## src/pkg/qawd_defines.svh

```systemverilog
// Constants of the question-and-answer watchdog
`ifndef QAWD_DEFINES_SVH
`define QAWD_DEFINES_SVH
`define QAWD_MODE_MULTI        1'b0
`define QAWD_MODE_SINGLE       1'b1
`define QAWD_FAIL_CNT_RST      4'h5
`define QAWD_DRV_TH_RST        4'h5
`define QAWD_RST_TH_RST        4'hf
`define QAWD_RST_EN_RST        1'b1
`define QAWD_FAIL_CNT_MAX      4'hf
`define QAWD_FAIL_CNT_MIN      4'h0
`define QAWD_ANSW_CNT_START    2'h3
`define QAWD_ANSW_CNT_SINGLE   2'h1
`define QAWD_QUESTION_SEED     4'h1
`define QAWD_CLK_HZ            25000000
`define QAWD_STEP_NS           550000
`define QAWD_STEP_CYCLES       ((`QAWD_STEP_NS * (`QAWD_CLK_HZ / 1000000)) / 1000)
`endif

```

## src/pkg/qawd_pkg.sv

```systemverilog
// Types of the question-and-answer watchdog
package qawd_pkg;
  typedef enum logic [1:0] {
    ST_OTHER,
    ST_DIAGNOSTIC,
    ST_ACTIVE,
    ST_SAFE
  } qawd_opstate_type;

  typedef struct packed {
    logic       mode_select;
    logic [7:0] first_window;
    logic [4:0] second_window;
    logic [7:0] answer_generation;
  } qawd_cfg_type;

  typedef struct packed {
    logic       fail_flag;
    logic       timeout_flag;
    logic [1:0] answer_counter;
    logic [3:0] failure_counter;
    logic [3:0] question;
  } qawd_status_type;
endpackage

```

## src/rtl/qawd_step_timer.sv

```systemverilog
// Window step timer: one pulse every window step
`timescale 1ns/100ps
module qawd_step_timer #(
  parameter int STEP_CYCLES = 13750
) (
  input  wire logic clk_in,
  input  wire logic rstn_in,
  input  wire logic restart_in,
  output logic      step_out
);
  logic [15:0] cnt_q;

  always_ff @(posedge clk_in) begin
    if (!rstn_in || restart_in || step_out) begin
      cnt_q <= 16'h0;
    end else begin
      cnt_q <= cnt_q + 16'h1;
    end
  end

  assign step_out = (cnt_q == 16'(STEP_CYCLES - 1));
endmodule

```

## src/rtl/qawd_watchdog.sv

```systemverilog
// Question-and-answer watchdog with failure counter
`timescale 1ns/100ps
`include "qawd_defines.svh"
// Functional notes
// - Mode bit 0 selects multi-answer mode, 1 selects single-answer mode.
// - Pending 4-bit question is readable; answers arrive as answer writes.
// - Multi-answer set correct only with right values, order and windows.
// - Single answer correct only with right value inside open window.
// - Early, late, miscalculated or misordered answers are wrong.
// - An expired second window restarts run; outside ST_OTHER it also sets timeout flag and counts one failure.
// - Mode, window or generation config change counts failure and restarts.
// - Correct answer decrements failure counter; wrong answer increments it.
// - Failure counter updates only in diagnostic, active or safe states.
// - Counter below driver threshold keeps safing driver available.
// - Counter above driver threshold forces safing driver pin low.
// - Safing driver works only after software sets its enable bit.
// - Every failure counter increment sets the fail flag.
// - With reset-on-fail enabled, reaching reset threshold pulls MCU reset low.
// - Reset-on-fail enable resets to one.
// - Power-on reset loads failure counter with five.
// - Thresholds writable in diagnostic; new driver threshold loads counter.
// - Failure counter saturates at fifteen and at zero.
// - Window length is field plus one times a 0.55 ms step.
// - Multi-answer answer counter starts at three, decrements per answer.
// - Three answers in window one, the fourth in window two.
// - No answer in close window; one correct answer in open window.
module qawd_watchdog
  import qawd_pkg::*;
#(
  parameter int STEP_CYCLES = `QAWD_STEP_CYCLES
) (
  // Clock and reset
  input  wire logic                    CLK_IN,
  input  wire logic                    RSTN_IN,
  // Device state and configuration
  input  wire qawd_pkg::qawd_opstate_type OPSTATE_IN,
  input  wire qawd_pkg::qawd_cfg_type  CFG_IN,
  input  wire logic                    SAFING_DRIVER_ENABLE_IN,
  input  wire logic                    RESET_ON_FAIL_ENABLE_WR_IN,
  input  wire logic                    RESET_ON_FAIL_ENABLE_IN,
  // Threshold writes
  input  wire logic                    DRV_TH_WR_IN,
  input  wire logic [3:0]              DRV_TH_IN,
  input  wire logic                    RST_TH_WR_IN,
  input  wire logic [3:0]              RST_TH_IN,
  // Answer register write
  input  wire logic                    ANSWER_WR_IN,
  input  wire logic [7:0]              ANSWER_IN,
  // Status clear
  input  wire logic                    STATUS_CLR_IN,
  // Status and pins
  output qawd_pkg::qawd_status_type    STATUS_OUT,
  output logic [3:0]                   DRV_TH_OUT,
  output logic [3:0]                   RST_TH_OUT,
  output logic                         RESET_ON_FAIL_ENABLE_OUT,
  output logic                         SAFING_DRIVER_PIN_OUT,
  output logic                         MCU_RESET_PIN_N_OUT
);
  import qawd_pkg::*;

  typedef enum logic [1:0] {WIN_FIRST, WIN_SECOND} qawd_win_type;

  // Registered state
  qawd_win_type win_q;
  qawd_cfg_type cfg_q;
  logic [7:0]   win_cnt_q;
  logic [3:0]   question_q;
  logic [1:0]   answer_counter_q;
  logic         set_bad_q;
  logic [3:0]   failure_counter_q;
  logic [3:0]   drv_th_q;
  logic [3:0]   rst_th_q;
  logic         rst_en_q;
  logic         timeout_q;
  logic         fail_q;

  // Decoded conditions
  logic         step;
  logic         cfg_change;
  logic         win_end;
  logic         timeout;
  logic         restart;
  logic [7:0]   expected;
  logic         value_ok;
  logic         in_window;
  logic         answer_good;
  logic         answer_bad;
  logic         set_done;
  logic         set_good;
  logic         cnt_inc;
  logic         cnt_dec;
  logic         cnt_live;
  logic         multi_mode;
  logic         next_multi;
  logic         answer_wr_multi;
  logic         drv_th_take;
  logic         rst_th_take;
  logic         fc_at_top;
  logic         fc_at_bottom;
  logic [7:0]   win_last;
  logic [3:0]   question_next;

  assign cfg_change = (CFG_IN != cfg_q);
  assign multi_mode      = (cfg_q.mode_select == `QAWD_MODE_MULTI);
  assign next_multi      = (CFG_IN.mode_select == `QAWD_MODE_MULTI);
  assign answer_wr_multi = ANSWER_WR_IN && multi_mode;
  assign drv_th_take     = DRV_TH_WR_IN && (OPSTATE_IN == ST_DIAGNOSTIC);
  assign rst_th_take     = RST_TH_WR_IN && (OPSTATE_IN == ST_DIAGNOSTIC);
  assign fc_at_top       = (failure_counter_q == `QAWD_FAIL_CNT_MAX);
  assign fc_at_bottom    = (failure_counter_q == `QAWD_FAIL_CNT_MIN);

  always_ff @(posedge CLK_IN) begin
    if (!RSTN_IN) begin
      cfg_q <= '0;
    end else begin
      cfg_q <= CFG_IN;
    end
  end

  qawd_step_timer #(
    .STEP_CYCLES (STEP_CYCLES)
  ) u_step (
    .clk_in     (CLK_IN),
    .rstn_in    (RSTN_IN),
    .restart_in (restart),
    .step_out   (step)
  );

  // Window lengths in steps
  assign win_last = (win_q == WIN_FIRST) ? cfg_q.first_window
                                         : {3'h0, cfg_q.second_window};
  assign win_end  = step && (win_cnt_q == win_last);

  // Expected answer: simple mix of question, slot and generation setting
  assign expected = {question_q ^ cfg_q.answer_generation[7:4],
                     question_q ^ {answer_counter_q, answer_counter_q}} ^ cfg_q.answer_generation;
  assign value_ok = (ANSWER_IN == expected);
  assign question_next = (question_q == 4'h0) ? `QAWD_QUESTION_SEED
                         : {question_q[2:0], question_q[3] ^ question_q[2]};

  always_comb begin
    if (cfg_q.mode_select == `QAWD_MODE_MULTI) begin
      in_window = (win_q == WIN_FIRST) ? (answer_counter_q != 2'h0)
                                       : (answer_counter_q == 2'h0);
    end else begin
      in_window = (win_q == WIN_SECOND);
    end
  end

  // Multi: judge the whole set at the last answer; single: judge each write
  assign set_done    = ANSWER_WR_IN && (cfg_q.mode_select == `QAWD_MODE_MULTI)
                       && (answer_counter_q == 2'h0);
  assign set_good    = set_done && !set_bad_q && value_ok && in_window;
  assign answer_good = (cfg_q.mode_select == `QAWD_MODE_SINGLE)
                       ? (ANSWER_WR_IN && value_ok && in_window) : set_good;
  assign answer_bad  = (cfg_q.mode_select == `QAWD_MODE_SINGLE)
                       ? (ANSWER_WR_IN && !(value_ok && in_window))
                       : (set_done && !set_good);
  // Answer on the last window edge is still in time
  assign timeout     = win_end && (win_q == WIN_SECOND) && !cfg_change
                       && !answer_good && !answer_bad;
  assign restart     = cfg_change || timeout || answer_good || answer_bad;

  // Window sequencing
  always_ff @(posedge CLK_IN) begin
    if (!RSTN_IN || restart) begin
      win_q <= WIN_FIRST;
    end else if (win_end) begin
      win_q <= WIN_SECOND;
    end
  end

  // Steps inside the current window
  always_ff @(posedge CLK_IN) begin
    if (!RSTN_IN || restart || win_end) begin
      win_cnt_q <= 8'h0;
    end else if (step) begin
      win_cnt_q <= win_cnt_q + 8'h1;
    end
  end

  // Answer counter per run
  always_ff @(posedge CLK_IN) begin
    if (!RSTN_IN || restart) begin
      answer_counter_q <= next_multi ? `QAWD_ANSW_CNT_START
                                     : `QAWD_ANSW_CNT_SINGLE;
    end else if (answer_wr_multi) begin
      answer_counter_q <= answer_counter_q - 2'h1;
    end
  end

  // Spoilt-set marker
  always_ff @(posedge CLK_IN) begin
    if (!RSTN_IN || restart) begin
      set_bad_q <= 1'b0;
    end else if (answer_wr_multi) begin
      set_bad_q <= set_bad_q || !value_ok || !in_window;
    end
  end

  // Question advances after each correct sequence
  always_ff @(posedge CLK_IN) begin
    if (!RSTN_IN) begin
      question_q <= `QAWD_QUESTION_SEED;
    end else if (answer_good) begin
      question_q <= question_next;
    end
  end

  // Failure counter
  assign cnt_live = (OPSTATE_IN == ST_DIAGNOSTIC) || (OPSTATE_IN == ST_ACTIVE)
                    || (OPSTATE_IN == ST_SAFE);
  assign cnt_inc  = cnt_live && (answer_bad || timeout || cfg_change);
  assign cnt_dec  = cnt_live && answer_good && !cnt_inc;

  always_ff @(posedge CLK_IN) begin
    if (!RSTN_IN) begin
      failure_counter_q <= `QAWD_FAIL_CNT_RST;
    end else if (drv_th_take) begin
      failure_counter_q <= DRV_TH_IN;
    end else if (cnt_inc && !fc_at_top) begin
      failure_counter_q <= failure_counter_q + 4'h1;
    end else if (cnt_dec && !fc_at_bottom) begin
      failure_counter_q <= failure_counter_q - 4'h1;
    end
  end

  // Driver-disable threshold
  always_ff @(posedge CLK_IN) begin
    if (!RSTN_IN) begin
      drv_th_q <= `QAWD_DRV_TH_RST;
    end else if (drv_th_take) begin
      drv_th_q <= DRV_TH_IN;
    end
  end

  // Reset threshold
  always_ff @(posedge CLK_IN) begin
    if (!RSTN_IN) begin
      rst_th_q <= `QAWD_RST_TH_RST;
    end else if (rst_th_take) begin
      rst_th_q <= RST_TH_IN;
    end
  end

  // Reset-on-fail enable
  always_ff @(posedge CLK_IN) begin
    if (!RSTN_IN) begin
      rst_en_q <= `QAWD_RST_EN_RST;
    end else if (RESET_ON_FAIL_ENABLE_WR_IN) begin
      rst_en_q <= RESET_ON_FAIL_ENABLE_IN;
    end
  end

  // Timeout flag, set wins over clear
  always_ff @(posedge CLK_IN) begin
    if (!RSTN_IN) begin
      timeout_q <= 1'b0;
    end else begin
      timeout_q <= (timeout_q && !STATUS_CLR_IN) || (timeout && cnt_live);
    end
  end

  // Fail flag, set wins over clear
  always_ff @(posedge CLK_IN) begin
    if (!RSTN_IN) begin
      fail_q <= 1'b0;
    end else begin
      fail_q <= (fail_q && !STATUS_CLR_IN) || cnt_inc;
    end
  end

  // Safing driver pin
  always_ff @(posedge CLK_IN) begin
    if (!RSTN_IN) begin
      SAFING_DRIVER_PIN_OUT <= 1'b0;
    end else begin
      SAFING_DRIVER_PIN_OUT <= SAFING_DRIVER_ENABLE_IN
                               && (failure_counter_q < drv_th_q);
    end
  end

  // Microcontroller reset pin
  always_ff @(posedge CLK_IN) begin
    if (!RSTN_IN) begin
      MCU_RESET_PIN_N_OUT <= 1'b0;
    end else begin
      MCU_RESET_PIN_N_OUT <= !(rst_en_q && (failure_counter_q >= rst_th_q));
    end
  end

  assign STATUS_OUT = '{fail_flag:       fail_q,
                        timeout_flag:    timeout_q,
                        answer_counter:  answer_counter_q,
                        failure_counter: failure_counter_q,
                        question:        question_q};
  assign DRV_TH_OUT = drv_th_q;
  assign RST_TH_OUT = rst_th_q;
  assign RESET_ON_FAIL_ENABLE_OUT = rst_en_q;
endmodule

```

## config.mk

```make
export PLATFORM = sky130hd
export DESIGN_NAME = qawd_watchdog
export DESIGN_NICKNAME = d
export VERILOG_FILES = /design/src/pkg/qawd_pkg.sv /design/src/rtl/qawd_step_timer.sv /design/src/rtl/qawd_watchdog.sv
export VERILOG_INCLUDE_DIRS = /design/src /design/src/pkg
export SDC_FILE = /design/constraint.sdc
export NUM_CORES = 1
export LEC_CHECK = 0
export BUFFER_PORTS_ARGS = -buffer_cell sky130_fd_sc_hd__buf_2
export CORE_UTILIZATION = 50
export CTS_BUF_LIST = sky130_fd_sc_hd__clkbuf_8
export DETAILED_ROUTE_END_ITERATION = 16
export HOLD_SLACK_MARGIN = 0.05
export PLACE_DENSITY_LB_ADDON = 0.15
export SETUP_SLACK_MARGIN = 0.5
export SLEW_MARGIN = 40
export SYNTH_ARGS = -nofsm -noshare
export SYNTH_HDL_FRONTEND = slang
export SYNTH_SLANG_ARGS = --single-unit
export TNS_END_PERCENT = 10
```

## constraint.sdc

```tcl
create_clock -name CLK_IN -period 10.2 [get_ports CLK_IN]
set_input_delay 0.51 -clock CLK_IN [delete_from_list [all_inputs] [get_ports CLK_IN]]
set_output_delay 0.51 -clock CLK_IN [all_outputs]
set_load 0.1 [all_outputs]
```

# ---- After elaboration in Yosys (flattened, before gate mapping)
# Cells that the tools add are included.
dict set report word_totals {
  register_bits 71
  in_bits 49
  out_inout_bits 23
  elab_cells 112
}
dict set report op_classes {
  add_sub_neg 5
  magnitude_cmp 2
  eq_ne 8
  muxes 12
  n_bitwise 5
  n_reduce_logical 62
}
# operator count
set op_table {}
lappend op_table {{$logic_and A1 B1 Y1} 27}
lappend op_table {{$ne A22 B22 Y1} 1}
lappend op_table {{$add A16 B1 Y16 const B} 1}
lappend op_table {{$eq A16 B14 Y1 const B} 1}
lappend op_table {{$eq A8 B8 Y1} 2}
lappend op_table {{$mux W4} 4}
lappend op_table {{$logic_not A1 Y1} 14}
lappend op_table {{$logic_or A1 B1 Y1} 14}
lappend op_table {{$add A8 B1 Y8 const B} 1}
lappend op_table {{$logic_not A4 Y1} 2}
lappend op_table {{$mux W8} 1}
lappend op_table {{$xor A4 B4 Y4} 2}
lappend op_table {{$xor A8 B8 Y8} 1}
lappend op_table {{$mux W2} 3}
lappend op_table {{$add A4 B1 Y4 const B} 1}
lappend op_table {{$eq A2 B2 Y1 const B} 2}
lappend op_table {{$eq A4 B4 Y1 const B} 1}
lappend op_table {{$ge A4 B4 Y1} 1}
lappend op_table {{$logic_not A2 Y1} 2}
lappend op_table {{$lt A4 B4 Y1} 1}
lappend op_table {{$mux W1} 4}
lappend op_table {{$reduce_bool A2 Y1} 2}
lappend op_table {{$sub A4 B1 Y4 const B} 1}
lappend op_table {{$reduce_bool A3 Y1} 1}
lappend op_table {{other kinds (4)} 4}

# ---- Depth between registers and ports, before layout
dict set report depth {
  word_depth 20
  mapped_depth 15
  ltp_nobuf 15
}

# ---- Cells and area by module
# Synthesis repeated with hierarchy kept, for this count alone.
dict set report hier_totals {
  hier_cells 407
  area_unflattened_um2 3782.4
}
# module n_inst cells_each area_each_um2
set by_module_without_submodules {}
lappend by_module_without_submodules {qawd_watchdog 1 323 3030.4}
lappend by_module_without_submodules {qawd_step_timer 1 84 752.0}

# ---- Worst setup path after synthesis
# OpenSTA, ideal clock, no wires.
dict set report synth_path {
  path_kind {reg2reg}
  start {reg question_q[0]}
  end {reg failure_counter_q[3]}
  setup_time_ns 0.075
  t_arrival_ns 3.629
  path_slack_ns 6.496
  path_stages_with_launch 14
  path_cell_list {dfxtp_1 > xnor2_1 > xnor2_1 > nor3_1 > a31oi_1 > a211oi_1 > or2_1 > ha_1 > a21o_1 > a21o_1 > nand3_1 > nor3_1 > a311o_1 > a31oi_1}
}
dict set report synth_via {
  elab_chain_len 17
}
# element line_no
set synth_lines {}
lappend synth_lines {{start: declaration} qawd_watchdog.sv:67} ;# logic [3:0] question_q;
lappend synth_lines {{start signal: assignment} qawd_watchdog.sv:204} ;# question_q <= `QAWD_QUESTION_SEED;
lappend synth_lines {{start signal: assignment} qawd_watchdog.sv:206} ;# question_q <= question_next;
lappend synth_lines {{$xor A4 B4 Y4 (on tied branches)} {qawd_watchdog.sv:136, qawd_watchdog.sv:135}}
lappend synth_lines {{$xor A8 B8 Y8 *} qawd_watchdog.sv:136} ;# question_q ^ {answer_counter_q, answer_counter_q}} ^ cfg_q.answer_generation;
lappend synth_lines {{$eq A8 B8 Y1 *} qawd_watchdog.sv:137} ;# assign value_ok = (ANSWER_IN == expected);
lappend synth_lines {{$logic_and A1 B1 Y1 (2 in series)} qawd_watchdog.sv:153} ;# assign set_good = set_done && !set_bad_q && value_ok && in_window;
lappend synth_lines {{$logic_not A1 Y1} qawd_watchdog.sv:158} ;# : (set_done && !set_good);
lappend synth_lines {{$logic_and A1 B1 Y1} qawd_watchdog.sv:158}
lappend synth_lines {{$mux W1} qawd_watchdog.sv:156} ;# assign answer_bad = (cfg_q.mode_select == `QAWD_MODE_SINGLE)
lappend synth_lines {{$logic_not A1 Y1} qawd_watchdog.sv:161} ;# && !answer_good && !answer_bad;
lappend synth_lines {{$logic_and A1 B1 Y1} qawd_watchdog.sv:161}
lappend synth_lines {{$logic_or A1 B1 Y1 (2 in series)} qawd_watchdog.sv:213} ;# assign cnt_inc = cnt_live && (answer_bad || timeout || cfg_change);
lappend synth_lines {{$logic_and A1 B1 Y1} qawd_watchdog.sv:213}
lappend synth_lines {{$logic_not A1 Y1} qawd_watchdog.sv:214} ;# assign cnt_dec = cnt_live && answer_good && !cnt_inc;
lappend synth_lines {{$logic_and A1 B1 Y1} qawd_watchdog.sv:214}
lappend synth_lines {{$logic_and A1 B1 Y1} qawd_watchdog.sv:223} ;# end else if (cnt_dec && !fc_at_bottom) begin
lappend synth_lines {{$reduce_bool A3 Y1 (no source line)} --}
lappend synth_lines {{end signal: assignment} qawd_watchdog.sv:218} ;# failure_counter_q <= `QAWD_FAIL_CNT_RST;
lappend synth_lines {{end signal: assignment} qawd_watchdog.sv:222} ;# failure_counter_q <= failure_counter_q + 4'h1;
lappend synth_lines {{end signal: assignment} qawd_watchdog.sv:224} ;# failure_counter_q <= failure_counter_q - 4'h1;
lappend synth_lines {{end: declaration} qawd_watchdog.sv:70} ;# logic [3:0] failure_counter_q;
# Mark *: on every way between the ends. The rest lies on a longest branch, timed or not.
# A chain may end at the register's enable or synchronous reset.

# ---- Worst setup path after layout
dict set report layout_path {
  start {reg u_step.cnt_q[14]}
  end {reg failure_counter_q[3]}
}
dict set report layout_via {
  elab_chain_len 13
}
# element line_no
set layout_lines {}
lappend layout_lines {{start: declaration} qawd_step_timer.sv:11} ;# logic [15:0] cnt_q;
lappend layout_lines {{start signal: assignment} qawd_step_timer.sv:17} ;# cnt_q <= cnt_q + 16'h1;
lappend layout_lines {{$eq A16 B14 Y1 *} qawd_step_timer.sv:21} ;# assign step_out = (cnt_q == 16'(STEP_CYCLES - 1));
lappend layout_lines {{$logic_and A1 B1 Y1 *} qawd_watchdog.sv:132} ;# assign win_end = step && (win_cnt_q == win_last);
lappend layout_lines {{$logic_and A1 B1 Y1 * (2 in series)} qawd_watchdog.sv:160} ;# assign timeout = win_end && (win_q == WIN_SECOND) && !cfg_change
lappend layout_lines {{$logic_and A1 B1 Y1 * (2 in series)} qawd_watchdog.sv:161}
lappend layout_lines {{$logic_or A1 B1 Y1 * (2 in series)} qawd_watchdog.sv:213}
lappend layout_lines {{$logic_and A1 B1 Y1 *} qawd_watchdog.sv:213}
lappend layout_lines {{$logic_not A1 Y1} qawd_watchdog.sv:214}
lappend layout_lines {{$logic_and A1 B1 Y1} qawd_watchdog.sv:214}
lappend layout_lines {{$logic_and A1 B1 Y1} qawd_watchdog.sv:223}
lappend layout_lines {{$reduce_bool A3 Y1 (no source line)} --}
# Marks and branches as above.

==> results.md <==
- The slew at the pin with the worst max-slew slack is 0.645 ns.
- In the final timing run, aggregate negative setup slack is 0 ns.
- In this run the horizontal extent of the chip is about 87 um.
- The I/O pin count is 72.
- The number of design-rule violations left by the first detailed-router iteration is between 70 and 80.
- Overall power consumption after layout is estimated at between 0.6 and 0.7 mW.
- The floorplan has 30 rows.
- The total number of H-tree levels is 3.
- The total grt overflow is 0.
- After filler insertion, the fill cell instance count of the layout stands at ~640.
- By count the netlist is led by 69 x dfxtp_1, 47 x xnor2_1, 40 x nor2_1.
- The final critical path time including I/O delays and setup is ~3.7 ns.
- The share of final-layout standard cells stronger than drive strength 1 is between 10% and 20%.
- The quantity of hold-fixing buffers added after cts is 0.
- After synthesis, the largest family of logic cells by area is simple AND/OR/NAND/NOR gates.
- The number of global-route vias before repair is ~2700.
- The total routing resource utilization after global routing is between 10% and 20%.
- The launch instance of the worst register-to-register path is u_step.cnt_q[14].
- The detailed router used layers up to and including met4.
- The kind of end point of the critical path is a flip-flop.
- After synthesis, the netlist uses 47 different library cells.
- The congestion estimate from routability-driven global placement came to ~0.82.
- The final count of negative-setup-slack endpoints is 0.
- Counting cells, the worst reg-to-reg path comes to 13.
- The class of the worst hold path is in -> reg.
- The sequential area share after synthesis is about 40%.
- After floorplanning, the core was sized to cover 0.00691 mm^2.
- Counting along the longest clock path gives a buffer depth of 2.
- Of the total power, combinational logic draws around a fifth.
- The detail route stage leaves a number of antenna-violating nets equal to 0.
- The share of the synthesized area in the top cell type is 38.1%.
- The repair_antennas step left the layout with diodes totalling 0.
- The pin count of the biggest net entering global routing is 44.
- Sorting the synthesized cells by area gives the leading types as dfxtp_1 38%, xnor2_1 11%, ha_1 4.8%.
- The count of state elements after synthesis is 71.
- The first global-routing pass estimated between 10000 and 15000 um of wire.
- The post-synthesis instance area is roughly 0.0036 mm^2.
- The DRC violations left is 0.
- The cell area after placement is ~0.004 mm^2.
- The most common cell in the netlist is dfxtp_1.
- The effective utilization at floorplan is between 50% and 60%.
- The max capacitance violation total is 0.
- For this design, the slowest cell found on the critical path is or4b_4.
- The post-cts sizing count is 0.
- The die covers between 0.007 and 0.008 mm^2.
- In the synthesized netlist the async set-or-reset flop fraction comes to 0%.
- The number of buffer cells added on primary ports is 71.
- The clock tree from TritonCTS is built.
- Walking the worst path, the cells encountered are or4b_4 -> nor4_4 -> nand4_1 -> nor4_2 -> a211oi_1 -> or2_1 -> ha_1 -> a21o_1 -> a21o_1 -> nand3_1 -> nor3_1 -> a311o_1 -> a31oi_1.
- The worst slew margin relative to its limit is 57.0%.
- The areal power density over the cells is between 100 and 150 mW/mm^2.
- The flow ran to the end, and the final reports show no timing, DRC or antenna violations.
- At the later pin of the worst-skew pair, clock insertion delay measures around 0.35 ns.
- Across the routed clock network, the largest skew measured is 0.0112 ns.
- dfxtp_1 takes more of the synthesized area than any other cell.
- The first detailed-routing pass took 4 iterations.
- The max-slew violation count is 0.
- Compared with the post-synthesis result, the final layout area differs by 15.7%.
- The delay of the slowest cell on the worst path is 0.55 ns.
- For this design the static power due to leakage is approximately 1.7 nW.
- The startpoint identified for the worst hold timing path is RESET_ON_FAIL_ENABLE_IN.
- The most used flip-flop cell after synthesis is dfxtp_1.
- The routed length on met1 is around 3300 um.
- The fraction of the cycle the final worst path needs is between 30 and 40%.
- The clock tree root driver cell is clkbuf_8.
- The switching part of the total is between 30 and 40%.
- The initial antenna violation count was 0.
- The critical path start-end classification is reg -> reg.
- The worst path arrival time is 4.02 ns.
- The net count of the finished layout is 534.
- The met2 wire length is ~3200 um.
- The number of hold-slack violations in the final timing report is 0.
- The internal power component is around 0.43 mW.
- In the synthesized netlist, mux cells make up 3.04% of the area.
- The part of the power in the clock network is 31.2%.
- The cell that appears most often on the critical path is a21o_1.
- For this block, the routed nets add up to between 6000 and 7000 um of wire.
- After detailed routing, the met3 layer carries about 280 um of wire.
- The arithmetic-cell share of the synthesized area counting full adders, half adders and majority gates is under 10%.
- Data on the critical path is required at its endpoint by 10.48 ns.
- The via count is 2885.
- The clock sink count is 71.
- Setup repair after global routing left no endpoint under its margin.
- The half-perimeter wire length after placement is roughly 5300 um.
- In this run the critical register-to-register path is captured at failure_counter_q[3].
- The clock buffer count from CTS is 9.
- Post-CTS timing repair inserted 0 buffers for setup.
- The final design instance area without fill is between 0.004 and 0.005 mm^2.
- The type of element launching the critical path is a flip-flop.
- The synthesized area per cell is slightly above 9 um^2.
- The post-synthesis share of cell area spent on xor and xnor gates is ~16%.
- The sink of the worst hold path is RESET_ON_FAIL_ENABLE_OUT.
- The number of nets handed over by synthesis was about 460.
- The worst hold path was traced through 3 stages.
- The count of flip-flops with a built-in enable after synthesis is 2.
- After clock tree synthesis, the clock-pin slew on the worst setup and hold paths is 0.07 ns.
- The die is 87.2 um tall.
- For this run, the top clock speed supported by timing is 267 MHz.
- Using the TritonRoute via totals, the vias-per-cell ratio works out to slightly above 5.
- The maximum fanout encountered on the critical timing path is 6.
- The sequential group share of total power is 48.5%.
- In this run the power spent charging and discharging nets is 0.195 mW.
- The worst-case register-to-register setup slack is around 6.5 ns.
- The number of cells produced by synthesis is 400.
- The number of warnings printed during yosys synthesis is 0.
- The fraction of the mapped netlist area in compound gates is under 10%.
- The per-cell routed wire length is roughly 12 um.
- Of the total synthesized cell area, the portion taken by AND, OR, NAND and NOR gates is between 20% and 30%.
- IR analysis of the VDD net gives a maximum drop of about 0.083 mV.
## how the worst max path moves through the flow
| stage | start | end | depth (start not counted) |
|---|---|---|---|
| final | u_step.cnt_q[14] | failure_counter_q[3] | 13 |
| after global routing | u_step.cnt_q[6] | failure_counter_q[3] | 13 |
| after CTS | u_step.cnt_q[14] | failure_counter_q[3] | 13 |
| after detailed placement | u_step.cnt_q[14] | failure_counter_q[3] | 13 |
| after global placement | u_step.cnt_q[14] | failure_counter_q[3] | 13 |
| after floorplan | question_q[0] | failure_counter_q[3] | 13 |
## stage by stage
| stage | std cells | hold WS (ns) | util [%] | setup WS [ns] |
|---|---|---|---|---|
| global placement | 555 | 0.462 | 58.3 | 6.53 |
| CTS | 570 | 0.364 | 60.8 | 6.44 |
| global route | 570 | 0.368 | 60.8 | 6.19 |
| floorplan | 400 | 0.441 | - | 6.50 |
| detailed placement | 555 | 0.477 | 58.3 | 6.46 |
| finish | 570 | 0.377 | 60.8 | 6.46 |
## logic make-up (layout without fill, tap and decap cells)
| logic type | Yosys count | after routing |
|---|---|---|
| xor+xnor | 67 | 67 |
| flops | 71 | 71 |
| fa+ha+maj | 15 | 15 |
| simple gates | 160 | 160 |
| buf+inv | 31 | 105 |
| mux | 11 | 11 |
| compound gates | 45 | 45 |
## critical path: cells and delay by family (launching register included)
| kind | cells | cell delay, ns |
|---|---|---|
| AO/OA/AOI/OAI | 5 | 1.04 |
| adder cells (fa/ha/maj) | 1 | 0.29 |
| flip-flops | 1 | 0.33 |
| AND/OR/NAND/NOR | 7 | 2.00 |
## metal layers
metal,vias up,GRT usage [%]
li1,1485,-
met1,1336,24.3
met5,-,0
met3,15,4.27
met2,49,33.1
met4,0,10.3
## registers in the layout, summed over array words and instances, names as in the netlist
| signal | flops |
|---|---|
| DRV_TH_OUT | 4 |
| RESET_ON_FAIL_ENABLE_OUT | 1 |
| SAFING_DRIVER_PIN_OUT | 1 |
| failure_counter_q | 4 |
| fail_q | 1 |
| u_step.cnt_q | 16 |
| timeout_q | 1 |
| win_q | 1 |
| RST_TH_OUT | 4 |
| question_q | 4 |
| answer_counter_q | 2 |
| cfg_q | 22 |
| MCU_RESET_PIN_N_OUT | 1 |
| set_bad_q | 1 |
| win_cnt_q | 8 |
## cell usage in the layout (no fill, tap or decap), types with 3 or more instances in the layout
cell type / n
nor2b_1: 6
nand2_1: 28
xnor2_1: 47
nor3_1: 6
mux2i_1: 11
nand3_1: 21
a31oi_1: 5
o21ai_0: 9
buf_2: 71
a21boi_0: 5
nor2_1: 40
ha_1: 14
o211ai_1: 3
dfxtp_1: 69
and2_1: 25
nand4_1: 10
inv_1: 22
xor2_1: 20
a21o_1: 5
clkbuf_8: 11
o21a_1: 4
nand2b_1: 7
and3_1: 3
a21oi_1: 6
## final cells by class
class | count | area (um^2) | area share, %
Inverter | 19 | 71.3 | 1.70
Tap cell | 96 | 120 | 2.86
Clock inverter | 4 | 16.3 | 0.388
Multi-Input combinational cell | 298 | 2040 | 48.6
Sequential cell | 71 | 1440 | 34.3
Timing Repair Buffer | 71 | 355 | 8.47
Clock buffer | 11 | 151 | 3.61
## power by group through the flow
stage | clock network [mW] | logic, mW | registers, mW
6_report | 0.195 | 0.127 | 0.303
5_1_grt | 0.214 | 0.138 | 0.305
4_1_cts | 0.201 | 0.128 | 0.303
3_5_place_dp | 0 | 0.127 | 0.310
3_3_place_gp | 0 | 0.125 | 0.309
2_1_floorplan | 0 | 0.0546 | 0.351
Note: power is estimated with default switching activity, not from simulation.
